[config.mk]
export PLATFORM = sky130hd
export DESIGN_NAME = sbp_status_protect
export DESIGN_NICKNAME = d
export VERILOG_FILES = /design/src/pkg/sbp_pkg.sv /design/src/core/sbp_status_protect.sv
export VERILOG_INCLUDE_DIRS = /design/src /design/src/pkg
export SDC_FILE = /design/constraint.sdc
export NUM_CORES = 1
export LEC_CHECK = 0
export ABC_AREA = 1
export BUFFER_PORTS_ARGS = -buffer_cell sky130_fd_sc_hd__buf_2
export CORE_ASPECT_RATIO = 0.75
export CORE_MARGIN = 2
export CORE_UTILIZATION = 30
export DETAILED_ROUTE_END_ITERATION = 6
export SYNTH_ARGS = -nofsm -noshare
export SYNTH_HDL_FRONTEND = slang
export SYNTH_SLANG_ARGS = --single-unit
[constraint.sdc]
create_clock -name clk -period 2.8 [get_ports clk]
set_clock_uncertainty 0.05 [all_clocks]
set_input_delay 0.56 -clock clk [delete_from_list [all_inputs] [get_ports clk]]
set_output_delay 0.56 -clock clk [all_outputs]
set_load 0.05 [all_outputs]
[src/pkg/sbp_params.svh]
// Constants for the status register and block-protection logic.
// Assumes inclusion by bare name from the package and the core module.
`ifndef SBP_PARAMS_SVH
`define SBP_PARAMS_SVH

// ----------------------------------------------------------------
// Status register bit positions
// ----------------------------------------------------------------
`define SBP_BIT_SRWD   7
`define SBP_BIT_BP3    6
`define SBP_BIT_TB     5
`define SBP_BIT_BP2    4
`define SBP_BIT_BP0    2
`define SBP_BIT_WEL    1
`define SBP_BIT_WIP    0

// ----------------------------------------------------------------
// Reset values and array geometry
// ----------------------------------------------------------------
`define SBP_SR_RESET    8'h00
`define SBP_ADDR_W      24
`define SBP_ADDR_MAX    24'hffffff
`define SBP_SECT_MSB    23
`define SBP_SECT_LSB    16
`define SBP_SECT_COUNT  9'h100
`define SBP_BP_ALL      4'h9

// ----------------------------------------------------------------
// Busy durations in clk cycles (defaults only)
// ----------------------------------------------------------------
`define SBP_WRSR_CYC    16
`define SBP_PROG_CYC    64
`define SBP_ERASE_CYC   256

`endif

[src/pkg/sbp_pkg.sv]
// Types shared by the status/protection core and its bench.
// Assumes sbp_params.svh on the include path.
`include "sbp_params.svh"

package sbp_pkg;

    typedef enum logic [2:0] {
        SBP_OP_READ_SR  = 3'h0,
        SBP_OP_WRITE_SR = 3'h1,
        SBP_OP_WR_EN    = 3'h2,
        SBP_OP_WR_DIS   = 3'h3,
        SBP_OP_PROGRAM  = 3'h4,
        SBP_OP_SECT_ER  = 3'h5,
        SBP_OP_SUB_ER   = 3'h6,
        SBP_OP_BULK_ER  = 3'h7
    } sbp_op_t;

    typedef struct packed {
        sbp_op_t                   op;
        logic [`SBP_ADDR_W-1:0]    addr;
        logic [7:0]                wdata;
    } sbp_cmd_t;

    typedef struct packed {
        sbp_op_t                   op;
        logic [`SBP_ADDR_W-1:0]    addr;
    } sbp_array_req_t;

    typedef enum logic [0:0] {
        SBP_ST_IDLE = 1'b0,
        SBP_ST_BUSY = 1'b1
    } sbp_state_t;

endpackage

[src/core/sbp_status_protect.sv]
// Status register, write-protect pin handling and block-protection decode.
// Assumes a command decoder on clk presents decoded commands one per pulse;
// the write-protect pin arrives asynchronously and is synchronised here.
`timescale 1ns/100ps
`include "sbp_params.svh"

// Summary of operation
// - Read-status returns the register; write-status updates its writable bits.
// - Bit 7 set with write-protect low makes nonvolatile bits read-only.
// - Raising the write-protect pin or a reset (which clears bit 7) leaves hardware protection.
// - Bit 7 is nonvolatile, default 0 enables writes, 1 disables with pin.
// - Bit 5 picks protected origin: 0 top, 1 bottom.
// - Block-protect bits sit at bit 6 (msb) and bits 4 to 2.
// - Value n in 1..8 protects 2^(n-1) sectors; 9..15 all; 0 none.
// - Write-enable latch at bit 1 clears at power-up.
// - Write-enable command sets latch; writes, programs, erases need it.
// - Bit 0 reads 1 during write-status, program or erase, else 0.
// - Bulk erase runs only when all block-protect bits are zero.
// - Bit 0 always equals inverse of program/erase controller ready flag.
// - 24-bit addresses, 256 sectors of 64KB, subsectors of 32KB and 4KB.
module sbp_status_protect
    import sbp_pkg::*;
#(
    parameter int WRSR_CYC  = `SBP_WRSR_CYC,
    parameter int PROG_CYC  = `SBP_PROG_CYC,
    parameter int ERASE_CYC = `SBP_ERASE_CYC
) (
    // Clock and reset
    input  wire logic               clk,
    input  wire logic               rstn,
    // Write-protect pin, asynchronous
    input  wire logic               wp_n,
    // Decoded commands
    input  wire logic               cmd_valid,
    input  wire sbp_pkg::sbp_cmd_t  cmd,
    // Status read answer
    output logic                    rd_valid,
    output logic [7:0]              rd_data,
    // Array engine request
    output logic                    array_go,
    output sbp_pkg::sbp_array_req_t array_req,
    // Status seen by the rest of the device
    output logic [7:0]              status,
    output logic                    pe_ready,
    output logic                    prot_err,
    output logic                    cmd_refused
);
    import sbp_pkg::*;

    // ----------------------------------------------------------------
    // Pin synchroniser
    // ----------------------------------------------------------------
    logic wp_meta_q;
    logic wp_sync_q;

    always_ff @(posedge clk or negedge rstn) begin
        if (!rstn) begin
            wp_meta_q <= 1'b0;
            wp_sync_q <= 1'b0;
        end else begin
            wp_meta_q <= wp_n;
            wp_sync_q <= wp_meta_q;
        end
    end

    // ----------------------------------------------------------------
    // State
    // ----------------------------------------------------------------
    sbp_state_t  state_q, state_d;
    logic        srwd_q, srwd_d;
    logic        tb_q, tb_d;
    logic [3:0]  bp_q, bp_d;
    logic        wel_q, wel_d;
    logic [15:0] busy_cnt_q, busy_cnt_d;
    logic        rd_valid_q, rd_valid_d;
    logic [7:0]  rd_data_q, rd_data_d;
    logic        go_q, go_d;
    sbp_array_req_t req_q, req_d;
    logic        perr_q, perr_d;
    logic        refuse_q, refuse_d;

    // ----------------------------------------------------------------
    // Protection decode
    // ----------------------------------------------------------------
    logic       hw_locked;
    logic [8:0] prot_cnt;
    logic [8:0] sect;
    logic       in_prot;
    logic       wip;

    assign hw_locked = srwd_q && !wp_sync_q;
    assign wip       = (state_q == SBP_ST_BUSY);
    assign sect      = {1'b0, cmd.addr[`SBP_SECT_MSB:`SBP_SECT_LSB]};

    always_comb begin
        if (bp_q == 4'h0) begin
            prot_cnt = 9'h000;
        end else if (bp_q >= `SBP_BP_ALL) begin
            prot_cnt = `SBP_SECT_COUNT;
        end else begin
            prot_cnt = 9'h001 << (bp_q - 4'h1);
        end
    end

    // Top counts down from the last sector, bottom up from sector 0
    assign in_prot = tb_q ? (sect < prot_cnt)
                          : ((sect + prot_cnt) >= `SBP_SECT_COUNT);

    // Bits 6 and 4:2 carry the protect value
    assign status = {srwd_q, bp_q[3], tb_q, bp_q[2:0], wel_q, wip};
    assign pe_ready = !wip;

    // ----------------------------------------------------------------
    // Command handling
    // ----------------------------------------------------------------
    always_comb begin
        state_d    = state_q;
        srwd_d     = srwd_q;
        tb_d       = tb_q;
        bp_d       = bp_q;
        wel_d      = wel_q;
        busy_cnt_d = busy_cnt_q;
        rd_valid_d = 1'b0;
        rd_data_d  = rd_data_q;
        go_d       = 1'b0;
        req_d      = req_q;
        perr_d     = 1'b0;
        refuse_d   = 1'b0;

        unique case (state_q)
            SBP_ST_IDLE: begin
                if (cmd_valid) begin
                    unique case (cmd.op)
                        SBP_OP_READ_SR: begin
                            rd_valid_d = 1'b1;
                            rd_data_d  = status;
                        end
                        SBP_OP_WR_EN: begin
                            wel_d = 1'b1;
                        end
                        SBP_OP_WR_DIS: begin
                            wel_d = 1'b0;
                        end
                        SBP_OP_WRITE_SR: begin
                            if (!wel_q || hw_locked) begin
                                refuse_d = 1'b1;
                                wel_d    = 1'b0;
                            end else begin
                                srwd_d     = cmd.wdata[`SBP_BIT_SRWD];
                                tb_d       = cmd.wdata[`SBP_BIT_TB];
                                bp_d       = {cmd.wdata[`SBP_BIT_BP3],
                                              cmd.wdata[`SBP_BIT_BP2:`SBP_BIT_BP0]};
                                busy_cnt_d = 16'(WRSR_CYC);
                                state_d    = SBP_ST_BUSY;
                            end
                        end
                        default: begin
                            // Program and all erases
                            if (!wel_q) begin
                                refuse_d = 1'b1;
                            end else if ((cmd.op == SBP_OP_BULK_ER) ? (bp_q != 4'h0)
                                                                    : in_prot) begin
                                refuse_d = 1'b1;
                                perr_d   = 1'b1;
                                wel_d    = 1'b0;
                            end else begin
                                go_d          = 1'b1;
                                req_d.op      = cmd.op;
                                req_d.addr    = cmd.addr;
                                busy_cnt_d    = 16'((cmd.op == SBP_OP_PROGRAM) ? PROG_CYC
                                                                               : ERASE_CYC);
                                state_d       = SBP_ST_BUSY;
                            end
                        end
                    endcase
                end
            end
            SBP_ST_BUSY: begin
                // Only status reads are served while busy, so software can poll
                if (cmd_valid && cmd.op == SBP_OP_READ_SR) begin
                    rd_valid_d = 1'b1;
                    rd_data_d  = status;
                end else if (cmd_valid) begin
                    refuse_d = 1'b1;
                end
                if (busy_cnt_q <= 16'h0001) begin
                    busy_cnt_d = 16'h0000;
                    wel_d      = 1'b0;
                    state_d    = SBP_ST_IDLE;
                end else begin
                    busy_cnt_d = busy_cnt_q - 16'h0001;
                end
            end
        endcase
    end

    // Nonvolatile bits have no backing store here; power-up gives defaults
    always_ff @(posedge clk or negedge rstn) begin
        if (!rstn) begin
            state_q    <= SBP_ST_IDLE;
            srwd_q     <= 1'b0;
            tb_q       <= 1'b0;
            bp_q       <= 4'h0;
            wel_q      <= 1'b0;
            busy_cnt_q <= 16'h0000;
            rd_valid_q <= 1'b0;
            rd_data_q  <= `SBP_SR_RESET;
            go_q       <= 1'b0;
            req_q      <= '0;
            perr_q     <= 1'b0;
            refuse_q   <= 1'b0;
        end else begin
            state_q    <= state_d;
            srwd_q     <= srwd_d;
            tb_q       <= tb_d;
            bp_q       <= bp_d;
            wel_q      <= wel_d;
            busy_cnt_q <= busy_cnt_d;
            rd_valid_q <= rd_valid_d;
            rd_data_q  <= rd_data_d;
            go_q       <= go_d;
            req_q      <= req_d;
            perr_q     <= perr_d;
            refuse_q   <= refuse_d;
        end
    end

    assign rd_valid    = rd_valid_q;
    assign rd_data     = rd_data_q;
    assign array_go    = go_q;
    assign array_req   = req_q;
    assign prot_err    = perr_q;
    assign cmd_refused = refuse_q;

endmodule // sbp_status_protect

After elaboration in Yosys (flattened, before gate mapping)
Index checks and enable logic that the tools add are counted.
Word-level totals
  register bits after elaboration: 65
  output and inout bits: 48
  logic and storage cells: 105
Operators by class
  $add $sub $neg: 3
  magnitude comparators: 4
  equality and inequality tests: 15
  shifts and indexed selects: 1
  multiplexer cells: 47
  bitwise operators: 4
  reduce and logical (&&, ||, !) cells: 16
Operators by type and width (number)
  two-way mux 16 bit: 5
  one-hot mux 16 bit (2 select lines): 2
  two-way mux 9 bit: 3
  two-way mux 1 bit: 26
  two-way mux 8 bit: 3
  <= comparator 16 x 1 -> 1 bit (second input constant): 1
  one-hot mux 8 bit (2 select lines): 1
  subtractor 16 x 1 -> 16 bit (second input constant): 1
  one-hot mux 1 bit (2 select lines): 6
  AND reduction 5 bit: 2
  adder 8 x 9 -> 9 bit: 1
  greater-or-equal comparator 9 bit (second input constant): 1
  < comparator 8 x 9 -> 1 bit: 1
  << shifter 1 x 4 -> 9 bit (first input constant): 1
  != test 2 bit (second input constant): 4
  AND reduction 4 bit: 2
  == test 3 x 2 -> 1 bit (second input constant): 2
  == test 3 bit (second input constant): 2
  != test 3 x 2 -> 1 bit (second input constant): 2
  != test 3 bit (second input constant): 2
  greater-or-equal comparator 4 bit (second input constant): 1
  logical NOT 4 bit: 1
  != test 2 x 1 -> 1 bit (second input constant): 2
  NOT 1 bit: 4
  11 further kinds: 14

Logic depth before layout (Yosys ltp)
Gate-level depths: netlist (run 1).
  word-level depth: 13
  gate-level depth with buffers: 22
  gate-level depth less buffers: 21

Least setup slack after synthesis (run 1)
No wires, ideal clock.
  path kind: flip-flop to flip-flop
  from: reg bp_q[1]
  to: reg req_q (netlist bit array_req[26])
  arrival: 2.732 ns
  data required time: 2.623 ns
  setup slack: -0.109 ns
  stages on the path, launching flop included: 19
  path through: dfrtp_1 nor2_1 inv_1 nor2_1 inv_1 nor2_1 inv_1 ha_1 or2_2 nor3_1 nand2_2 nand2_1 nand2_1 nand3_2 nand2_2 nand2_2 nor2_4 buf_6 or2_2
Between the ends
  word-level cells in the longest chain between the ends: 10
Ends and longest elaborated chain
  start, declared: line sbp_status_protect.sv:72  | logic [3:0] bp_q, bp_d;
  start signal, assigned: line sbp_status_protect.sv:216  | bp_q <= bp_d;
  subtractor 4 x 1 -> 4 bit: line sbp_status_protect.sv:101  | prot_cnt = 9'h001 << (bp_q - 4'h1);
  << shifter 1 x 4 -> 9 bit: line sbp_status_protect.sv:101
  two-way mux 9 bit: line sbp_status_protect.sv:98  | end else if (bp_q >= `SBP_BP_ALL) begin
  two-way mux 9 bit: line sbp_status_protect.sv:96  | if (bp_q == 4'h0) begin
  adder 8 x 9 -> 9 bit: line sbp_status_protect.sv:107  | : ((sect + prot_cnt) >= `SBP_SECT_COUNT);
  greater-or-equal comparator 9 bit (no source line)
  two-way mux 1 bit: line sbp_status_protect.sv:106  | assign in_prot = tb_q ? (sect < prot_cnt)
  two-way mux 1 bit *: line sbp_status_protect.sv:161  | end else if ((cmd.op == SBP_OP_BULK_ER) ? (bp_q != 4'h0)
  NOT 1 bit (no source line) *
  AND reduction 5 bit (no source line) *
  end signal, assigned: line sbp_status_protect.sv:222  | req_q <= req_d;
  end, declared: line sbp_status_protect.sv:78  | sbp_array_req_t req_q, req_d;
Mark *: on every way between the ends. The rest lies on a longest branch, timed or not.
A chain may end at the register's enable or synchronous reset.

Final worst setup path (run 1)
  from: reg bp_q[1]
  to: reg req_q (netlist bit array_req[0])
The elaborated chain is that of the path after synthesis.

==> results of run 1 <==
==> power by group through the flow <==
stage	Sequential (uW)	Clock (uW)	Combinational, uW
4_1_cts	994	1320	254
3_5_place_dp	1010	0	253
2_1_floorplan	1090	0	70.0
6_report	995	1290	263
5_1_grt	999	1360	291
3_3_place_gp	1010	0	249
==> metrics by stage <==
| step | area [um^2] | hold slack (ns) | util | setup TNS, ns |
|---|---|---|---|---|
| floorplan | 3560 | 0.214 | - | 0 |
| global placement | 4140 | 0.287 | 0.358 | -0.492 |
| detailed placement | 4140 | 0.285 | 0.358 | -0.904 |
| CTS | 4500 | 0.231 | 0.389 | 0 |
| global route | 4800 | 0.257 | 0.414 | -2.11 |
| finish | 4800 | 0.209 | 0.414 | 0 |
==> logic make-up after synthesis <==
logic type / Yosys count / share of synthesized area
flip-flops: 65 / 0.458
adder cells (fa/ha/maj): 19 / 0.0670
XOR/XNOR: 14 / 0.0345
AO/OA/AOI/OAI: 29 / 0.0472
AND/OR/NAND/NOR: 266 / 0.309
buffers and inverters: 62 / 0.0839
==> path summary, 6_finish.rpt <==
path                       depth (start not counted)             to  slack [ns]
setup / recovery                                  21   array_req[0]        0.05
hold / removal                                     1  array_req[25]        0.21
setup reg to reg                                  21   array_req[0]        0.05
hold reg to reg                                    0      wp_sync_q        0.30
max in group asynchronous                          2        bp_q[3]        1.73
min in group clk                                   1      wp_meta_q        0.29
==> worst max-delay path: stages (launching register included) <==
cell and delay (ns):
dfrtp_2 0.39, buf_6 0.13, inv_4 0.04, nor2_4 0.09, inv_2 0.05, nor2_4 0.12
inv_2 0.05, ha_4 0.27, inv_2 0.03, a21oi_2 0.14, nor2_2 0.05, nor3_2 0.23
nand2_1 0.08, nand2_1 0.09, nand3_2 0.11, nand2_4 0.09, nand2_4 0.06, nor2_4 0.19
buf_8 0.17, clkinv_8 0.07, nand2_1 0.06, nand2_1 0.05
==> per-layer routing <==
layer  up-vias  share of wire  global-route usage
li1       1618              -                   -
met1      1463           0.50               0.201
met2        89           0.43               0.204
met3         7          0.061              0.0427
met4         0         0.0079              0.0471
met5         -              0                   0
==> synth_stat cells, drive strengths merged <==
library cell	n	share of area
o22ai	2	0.0035
nand4	2	0.0035
o21ai	14	0.021
buf	10	0.029
nor3b	1	0.0021
a221oi	1	0.0042
clkbuf	5	0.0053
dfrtp	65	0.46
ha	19	0.067
a21oi	11	0.017
nor4	2	0.0035
nor3	9	0.013
o21bai	1	0.0021
nand2	174	0.19
xor2	9	0.022
inv	47	0.050
or2	3	0.0053
nor2	52	0.058
xnor2	5	0.012
nand3	23	0.035
==> flip-flops by register name, summed over array words and instances, names as in the netlist <==
name and flops:
tb_q 1, wel_q 1, rd_data 8, state_q 1, rd_valid 1, cmd_refused 1
wp_meta_q 1, prot_err 1, srwd_q 1, bp_q 4, array_req 27, busy_cnt_q 16
array_go 1, wp_sync_q 1
==> what timing repair did <==
item	CTS	global route
setup endpoints to repair	26	44
pin swaps	0	14
gates resized for setup	3	55
gates cloned	0	2
buffers inserted	0	11
hold buffers	0	0
==> cell type report <==
class,instances,area (um^2),share of cell area
Timing Repair Buffer,106,628,0.131
Multi-Input combinational cell,328,1780,0.371
Inverter,47,191,0.0399
Sequential cell,65,1630,0.340
Timing Repair inverter,2,17.5,0.00365
Clock buffer,9,225,0.0470
Clock inverter,7,119,0.0248
Tap cell,162,203,0.0423
==> flow_metrics.tcl, run 1 <==
set metrics [dict create \
    status "complete, no violations" \
    grt_setup_unrepaired "yes" \
    grt_pass1_wl_mm 14.1 \
    slew_headroom 0.559 \
    grt_pass1_vias 2865 \
    intPower_uw 1920 \
    fin_nets 617 \
    crit_type "reg -> reg" \
    power.switching_uw 633 \
    final_common_cell "nand2_1" \
    area_growth_pct 35.1 \
    finalPower_uw 2550 \
    dieArea_mm2 0.0127 \
    drive_above_1_share 0.309 \
    wl_per_cell_um 12.5 \
    netlist_area_mm2 0.00355 \
    antenna_found_initial 0 \
    tritoncts "yes" \
    cp.required_ns 2.97 \
    min_period_ns 2.75 \
    finalCritPeriodShare 0.981 \
    drc 0 \
    n_fill_cell 1220 \
    drt_wl_total_mm 9.07 \
    clk_pin_slew_worst_paths_ns 0.06 \
    place_ws_ns -0.0499 \
    layout_common_cells "nand2_1 (168), buf_2 (84), dfrtp_1 (61)" \
    routed-via-count 3177 \
    maxCapViolCount 0 \
    cts_htree_levels 3 \
    max_freq_mhz 364 \
    drv_slew 0 \
    hold_path_class "in -> async" \
    startpoint "bp_q[1]" \
    switching_share 0.248 \
    combPwrFrac 0.103 \
    dr.pass1.iters 4 \
    dp_cells 697 \
    core.rowCount 34 \
    setup_ws_ns 0.0545 \
    seqPwrFrac 0.390 \
    core_area_mm2 0.0116 \
    initial_utilization 0.307 \
    yosys_register_bits 65 \
    grt_max_degree 29 \
    synth_area_per_cell_um2 7.80 \
    ir_worst_vdd_uv 309 \
    p_leak_uw 0.00251 \
    ys_warn_count 0 \
    crit_fanout 7 \
    clock_latency_ns 0.33 \
    setup_viol 0 \
    root_buffer "clkbuf_16" \
    cp-end-kind "register" \
    final_antenna_net_count 0 \
    cp.arrival_ns 2.91 \
    io_pins 87 \
    cellPowerDensity_mw_per_mm2 532 \
    r2r-start "bp_q[1]" \
    grt_overflow_total 0 \
    dieHeight_um 98.2 \
    clkPwrFrac 0.507 \
    gr-usage-all-layers 0.141 \
    final_hold_viol_count 0 \
    avgViaCountPerCell 4.38 \
    cts_buffer_depth 2 \
    routabilityCongestion 0.847 \
    port_buffers 84 \
    clock-sinks 65 \
    drtIter0Drc 105 \
    netlist_instances 455 \
    dpl.hpwl_mm 6.51 \
    diodes 0 \
    cp-start-kind "register" \
    cts_buffers 9 \
    synth_cell_type_count 31 \
    die-width_um 130 \
    synth_fp_nets 513 \
    worst_slew_pin_slew_ns 0.661 \
    seq_area_frac_synth 0.458 \
    fin_cells 726 \
]
(Power assumes the default switching activity.)
==> run 2, diff against run 1 <==
--- a/config.mk
+++ b/config.mk
@@ -6,12 +6,15 @@
 export SDC_FILE = /design/constraint.sdc
 export NUM_CORES = 1
 export LEC_CHECK = 0
-export ABC_AREA = 1
+export ABC_AREA = 0
 export BUFFER_PORTS_ARGS = -buffer_cell sky130_fd_sc_hd__buf_2
+export CELL_PAD_IN_SITES_DETAIL_PLACEMENT = 0
+export CELL_PAD_IN_SITES_GLOBAL_PLACEMENT = 2
 export CORE_ASPECT_RATIO = 0.75
 export CORE_MARGIN = 2
 export CORE_UTILIZATION = 30
 export DETAILED_ROUTE_END_ITERATION = 6
+export PLACE_DENSITY_LB_ADDON = 0.1
 export SYNTH_ARGS = -nofsm -noshare
 export SYNTH_HDL_FRONTEND = slang
 export SYNTH_SLANG_ARGS = --single-unit
==> constraint.sdc (replaced) <==
create_clock -name clk -period 2.9 [get_ports clk]
set_clock_uncertainty 0.05 [all_clocks]
set_input_delay 0.58 -clock clk [delete_from_list [all_inputs] [get_ports clk]]
set_output_delay 0.58 -clock clk [all_outputs]
set_load 0.05 [all_outputs]
==> run 2 against run 1 <==
  * The run now ends with setup timing left
  * Power fell by 11%
  * Setup slack worse by 0.10 ns
  * Sequential power fell by 8.1%
  * Clock power fell by 5%
  * Flip-flop and latch count did not move
  * Count of clock-buffer cells in the layout increased by 2
  * Hold slack worse by 0.11 ns
  * Synthesized cell count shrank 31%
  * Maximum frequency decreased by 6.9%
  * Largest cell class unchanged
==> flow_metrics.tcl, run 2 <==
set metrics [dict create \
    synth_fp_nets 373 \
    maxCapViolCount 0 \
    cellPowerDensity_mw_per_mm2 458 \
    worst-path-buf-inv 2 \
    dieHeight_um 99.2 \
    violations "setup timing" \
    diodes 0 \
    drt_wl_total_mm 9.29 \
    drtIter0Drc 118 \
    grt_max_degree 29 \
    ir_worst_vdd_uv 301 \
    fin_nets 481 \
    clk_pin_slew_worst_paths_ns 0.06 \
    finalCritPeriodShare 1.02 \
    combPwrFrac 0.054 \
    r2r_slack_ns -0.05 \
    netlist_instances 315 \
    cp.arrival_ns 3.12 \
    crit_fanout 5 \
    seqPwrFrac 0.404 \
    cts_htree_levels 3 \
    yosysTopAreaCellShare 0.449 \
    tritoncts "yes" \
    final_hold_viol_count 0 \
    largest_register_ffs 27 \
    initial_utilization 0.310 \
    grt_setup_unrepaired "yes" \
    ys_warn_count 0 \
    antenna_found_initial 0 \
    clock-sinks 65 \
    dpl.hpwl_mm 6.60 \
    place_area_mm2 0.00442 \
    routed-via-count 2736 \
    power.switching_uw 500 \
    status "complete, but fails checks" \
    cts_buffer_depth 2 \
    seq_area_frac_synth 0.449 \
    critical-path-slowest-cell "dfrtp_4" \
    io_pins 87 \
    dieArea_mm2 0.0130 \
    max_freq_mhz 339 \
    critPathMaxStageDelay_ns 0.47 \
    final_common_cell "buf_2" \
    cp-start-kind "register" \
    yosysTopAreaCell "dfrtp_1" \
    cp_top_family "compound AO/OA/AOI/OAI gates" \
    cts_buffers 9 \
    yosys_register_bits 65 \
    worst_slew_pin_slew_ns 0.646 \
    die-width_um 131 \
    cp-end-kind "register" \
    dr.pass1.iters 4 \
    layout_common_cells "buf_2 (84), dfrtp_1 (61), mux2_4 (25)" \
    core_area_mm2 0.0117 \
    utilization 0.423 \
    synth_ff_type "dfrtp_1" \
    synthTopCellsByArea "dfrtp_1 (45%), mux2_4 (10%), ha_1 (6.6%)" \
    design_area_mm2 0.00495 \
    p_leak_uw 0.00252 \
    grt_overflow_total 0 \
    finalPower_uw 2260 \
    synth_area_per_cell_um2 11.5 \
    core.rowCount 34 \
    synthTopCellsByCount "dfrtp_1 (65), mux2_4 (25), nand2_1 (25), inv_1 (22), ha_1 (19)" \
    root_buffer "clkbuf_16" \
    area_growth_pct 36.4 \
    slew_headroom 0.565 \
    clock_latency_ns 0.33 \
    drive_above_1_share 0.488 \
    final_antenna_net_count 0 \
    reg2regPathDepth 11 \
    async_reset_ff_frac 1.00 \
    grt_pass1_vias 2682 \
    cts_hold_buffers 0 \
    setup_viol 26 \
    netlist_area_mm2 0.00363 \
    port_buffers 84 \
    synth_cell_type_count 56 \
    cp_cell_sequence "buf_6, nor2_4, nand2_2, ha_4, nor4b_4, a21oi_2, a2111oi_4, a211oi_2, a211o_4, clkbuf_16, mux2_4" \
    clkPwrFrac 0.542 \
    crit_type "reg -> reg" \
    gr-usage-all-layers 0.146 \
    switching_share 0.221 \
    synth_most_common_cell "dfrtp_1" \
    grt_pass1_wl_mm 14.5 \
    intPower_uw 1760 \
    routabilityCongestion 0.724 \
    hold_path_class "in -> async" \
    setup_tns_ns -0.851 \
    setup_ws_ns -0.0502 \
    drv_slew 0 \
    drc 0 \
    cp.required_ns 3.06 \
    synth_edf_count 0 \
    wl_per_cell_um 15.7 \
    min_period_ns 2.95 \
    cp.depth 11 \
    avgViaCountPerCell 4.64 \
]
run 2: cell count changes after synthesis, sizes merged, moves of 5 or more:
cell and delta:
inv -24, mux2 +40, nand2 -149, nand3 -13, nor2 -34, nor3 -5, o21ai -7, o32ai +10
xnor2 +5, xor2 -6
run 2: logic make-up after synthesis:
| kind of cell | synth area share |
|---|---|
| compound gates | 0.111 |
| xor+xnor | 0.0314 |
| fa+ha+maj | 0.0656 |
| buf+inv | 0.0611 |
| flops | 0.449 |
| mux | 0.156 |
| simple gates | 0.127 |
run 2: path summary, 6_finish.rpt:
| check | from | to |
|---|---|---|
| max | bp_q[3] | array_req[20] |
| min | rstn | array_req[18] |
| max reg2reg | bp_q[3] | array_req[20] |
| min reg2reg | wp_meta_q | wp_sync_q |
| max in group asynchronous | rstn | busy_cnt_q[11] |
| min in group clk | wp_meta_q | wp_sync_q |
run 2: what timing repair did:
action	in CTS	in global routing
buffers inserted	2	3
setup endpoints to repair	28	38
pin swaps	1	9
gates cloned	0	2
resized for setup	7	16
run 2: layout make-up:
type	instances	area (um^2)
fillers	1141	6750
multi-input cells	210	1940
flip-flops and latches	65	1640
repair buffers	114	738
clock buffers	11	253
well taps	162	203
clock inverters	5	86.3
inverters	23	86.3
run 2: metal layers:
| metal | wire length, um | share of wire | vias to the layer above | global-route usage |
|---|---|---|---|---|
| met3 | 655 | 0.071 | 7 | 0.0559 |
| li1 | - | - | 1330 | - |
| met5 | 0 | 0 | - | 0 |
| met2 | 3660 | 0.39 | 83 | 0.191 |
| met4 | 73 | 0.0079 | 0 | 0.0417 |
| met1 | 4900 | 0.53 | 1316 | 0.222 |
run 2: power by group through the flow:
stage	sequential, uW	combinational, uW	clock (uW)
2_1_floorplan	941	38.6	0
6_report	914	123	1230
4_1_cts	914	119	1260
5_1_grt	914	138	1300
3_3_place_gp	930	117	0
3_5_place_dp	930	118	0
run 2: through the flow:
stage	setup WS (ns)	std cells	hold WS [ns]
6_report	-0.0502	590	0.0964
5_1_grt	-0.136	590	0.112
4_1_cts	-0.0429	585	0.101
3_5_place_dp	-0.0923	567	0.290
3_3_place_gp	-0.0825	567	0.291
2_1_floorplan	0.00212	315	0.234
==> run 3, diff against run 2 <==
--- a/config.mk
+++ b/config.mk
@@ -10,7 +10,7 @@
 export BUFFER_PORTS_ARGS = -buffer_cell sky130_fd_sc_hd__buf_2
 export CELL_PAD_IN_SITES_DETAIL_PLACEMENT = 0
 export CELL_PAD_IN_SITES_GLOBAL_PLACEMENT = 2
-export CORE_ASPECT_RATIO = 0.75
+export CORE_ASPECT_RATIO = 0.7
 export CORE_MARGIN = 2
 export CORE_UTILIZATION = 30
 export DETAILED_ROUTE_END_ITERATION = 6
==> run 3 against run 2 <==
  * The run still ends with setup timing left
  * Via count increased by 0.99%
  * Global-route usage increased by 0.69 points
  * Cell count decreased by 0.68%
  * Utilization about the same
  * Combinational power increased by 3%
  * Die area about the same
  * Power decreased by 8.4%
  * Setup slack got worse by 0.030 ns
  * Routed wire length increased by 3.4%
  * Flip-flop and latch count unchanged
  * Sequential power about the same
  * Count of clock-buffer cells in the layout decreased by 1
  * Critical endpoint is now array_req[21]
  * Highest routed layer is now met5
==> flow_metrics.tcl, run 3 (synthesis results as in run 2) <==
set metrics [dict create \
    critPathMaxStageDelay_ns 0.47 \
    drt_wl_total_mm 9.60 \
    status "complete, but fails checks" \
    dr.pass1.iters 4 \
    setup_ws_ns -0.0803 \
    p_leak_uw 0.00248 \
    grt_overflow_total 0 \
    wl_per_cell_um 16.4 \
    combPwrFrac 0.061 \
    intPower_uw 1550 \
    dpl.hpwl_mm 6.61 \
    finalCritPeriodShare 1.03 \
    cp_top_family "compound AO/OA/AOI/OAI gates" \
    clk_pin_slew_worst_paths_ns 0.06 \
    io_pins 87 \
    cp-start-kind "register" \
    layout_common_cells "buf_2 (84), dfrtp_1 (61), mux2_4 (25)" \
    fin_nets 482 \
    drv_slew 0 \
    drive_above_1_share 0.513 \
    drc 0 \
    setup_viol 27 \
    grt_max_degree 30 \
    dieArea_mm2 0.0130 \
    diodes 0 \
    power.switching_uw 522 \
    routabilityCongestion 0.737 \
    maxCapViolCount 0 \
    finalPower_uw 2070 \
    cts_buffer_depth 2 \
    largest_register_ffs 27 \
    avgViaCountPerCell 4.72 \
    cts_htree_levels 3 \
    regArea_mm2 0.00164 \
    final_antenna_net_count 0 \
    gr-usage-all-layers 0.153 \
    cp.arrival_ns 3.15 \
    port_buffers 84 \
    grt_setup_unrepaired "yes" \
    violations "setup timing" \
    crit_fanout 11 \
    clock_latency_ns 0.34 \
    routed-via-count 2763 \
    clock-sinks 65 \
    multi_input_area_mm2 0.00204 \
    reg2regPathDepth 11 \
    min_period_ns 2.98 \
    max_freq_mhz 336 \
    r2r_slack_ns -0.08 \
    final_common_cell "buf_2" \
    cts_hold_buffers 0 \
    dieHeight_um 96.0 \
    grt_pass1_wl_mm 14.9 \
    design_area_mm2 0.00497 \
    crit_type "reg -> reg" \
    cp-end-kind "register" \
    area_growth_pct 37.2 \
    antenna_found_initial 1 \
    regToRegEndpoint "array_req[21]" \
    ir_worst_vdd_uv 259 \
    core_area_mm2 0.0118 \
    worst-path-buf-inv 2 \
    root_buffer "clkbuf_16" \
    initial_utilization 0.308 \
    drtIter0Drc 99 \
    clkPwrFrac 0.498 \
    hold_path_class "in -> async" \
    slew_headroom 0.555 \
    die-width_um 135 \
    grt_pass1_vias 2804 \
    worst_slew_pin_slew_ns 0.663 \
    seqPwrFrac 0.441 \
    cp_cell_sequence "buf_6, nor2_4, nand3_4, ha_4, nor4b_4, a21oi_2, a2111oi_4, a211oi_4, a211o_4, buf_12, mux2_4" \
    tritoncts "yes" \
    switching_share 0.252 \
    critical-path-slowest-cell "dfrtp_4" \
    core.rowCount 33 \
    cp.required_ns 3.07 \
    place_area_mm2 0.00438 \
    n_fill_cell 1143 \
    cts_buffers 9 \
    final_hold_viol_count 0 \
    r2r-start "bp_q[3]" \
    cellPowerDensity_mw_per_mm2 417 \
]
-- run 3: cell types whose count changed in the layout (fill, tap and decap cells not counted), sizes merged --
cell | previous run | this run
buf | 112 | 113
bufinv | 2 | 0
clkbuf | 13 | 12
clkinvlp | 0 | 1
inv | 24 | 26
-- run 3: power groups by stage --
stage               clock network (uW)  registers [uW]  logic [uW]
CTS                               1080             914         120
global route                      1120             914         141
finish                            1030             914         127
detailed placement                   0             930         119
floorplan                            0             941        38.6
global placement                     0             930         118
-- run 3: area by class of cell --
type                    instances  share of cell area
clock buffers                  10              0.0460
multi-input cells             210               0.410
well taps                     157              0.0395
flip-flops and latches         65               0.329
repair buffers                115               0.148
inverters                      23              0.0174
clock inverters                 6              0.0103
-- run 3: how the worst max path moves through the flow --
stage / startpoint / endpoint / slack (ns) / cells past startpoint
2_1_floorplan: bp_q[1] / array_req[10] / 0.002 / 11
3_3_place_gp: bp_q[3] / array_req[5] / -0.12 / 10
3_5_place_dp: bp_q[3] / array_req[5] / -0.11 / 10
4_1_cts: bp_q[3] / array_req[11] / -0.04 / 10
5_1_grt: bp_q[3] / array_req[21] / -0.18 / 11
6_report: bp_q[3] / array_req[21] / -0.08 / 11
-- run 3: through the flow --
step / hold slack, ns / setup WS, ns / std cells / util / setup TNS [ns]
after floorplan: 0.234 / 0.00212 / 315 / - / 0
after global placement: 0.283 / -0.118 / 559 / 0.372 / -1.87
after detailed placement: 0.289 / -0.109 / 559 / 0.372 / -1.30
after CTS: 0.129 / -0.0438 / 577 / 0.399 / -0.742
after global routing: 0.152 / -0.177 / 586 / 0.423 / -5.12
final: 0.117 / -0.0803 / 586 / 0.423 / -1.85
-- run 3: worst reg2reg max path, cell delays in order (launching register included) --
cell       delay, ns
dfrtp_4         0.47
buf_6           0.12
nor2_4          0.13
nand3_4         0.11
ha_4            0.25
nor4b_4         0.26
a21oi_2         0.11
a2111oi_4       0.38
a211oi_4        0.09
a211o_4         0.41
buf_12          0.18
mux2_4          0.30
-- run 3: what timing repair did --
| item | 4_1_cts | 5_1_grt |
|---|---|---|
| gates cloned | 0 | 3 |
| buffers inserted | 2 | 6 |
| endpoints found under the setup margin | 26 | 42 |
| pin swaps | 2 | 1 |
| gates resized for setup | 6 | 29 |
-- run 3: routing by layer --
metal | wire length, um | global-route usage | vias to the layer above
li1 | - | - | 1332
met1 | 5030 | 0.219 | 1341
met2 | 3730 | 0.206 | 75
met3 | 718 | 0.0658 | 13
met4 | 114 | 0.0512 | 2
met5 | 13 | 0 | -
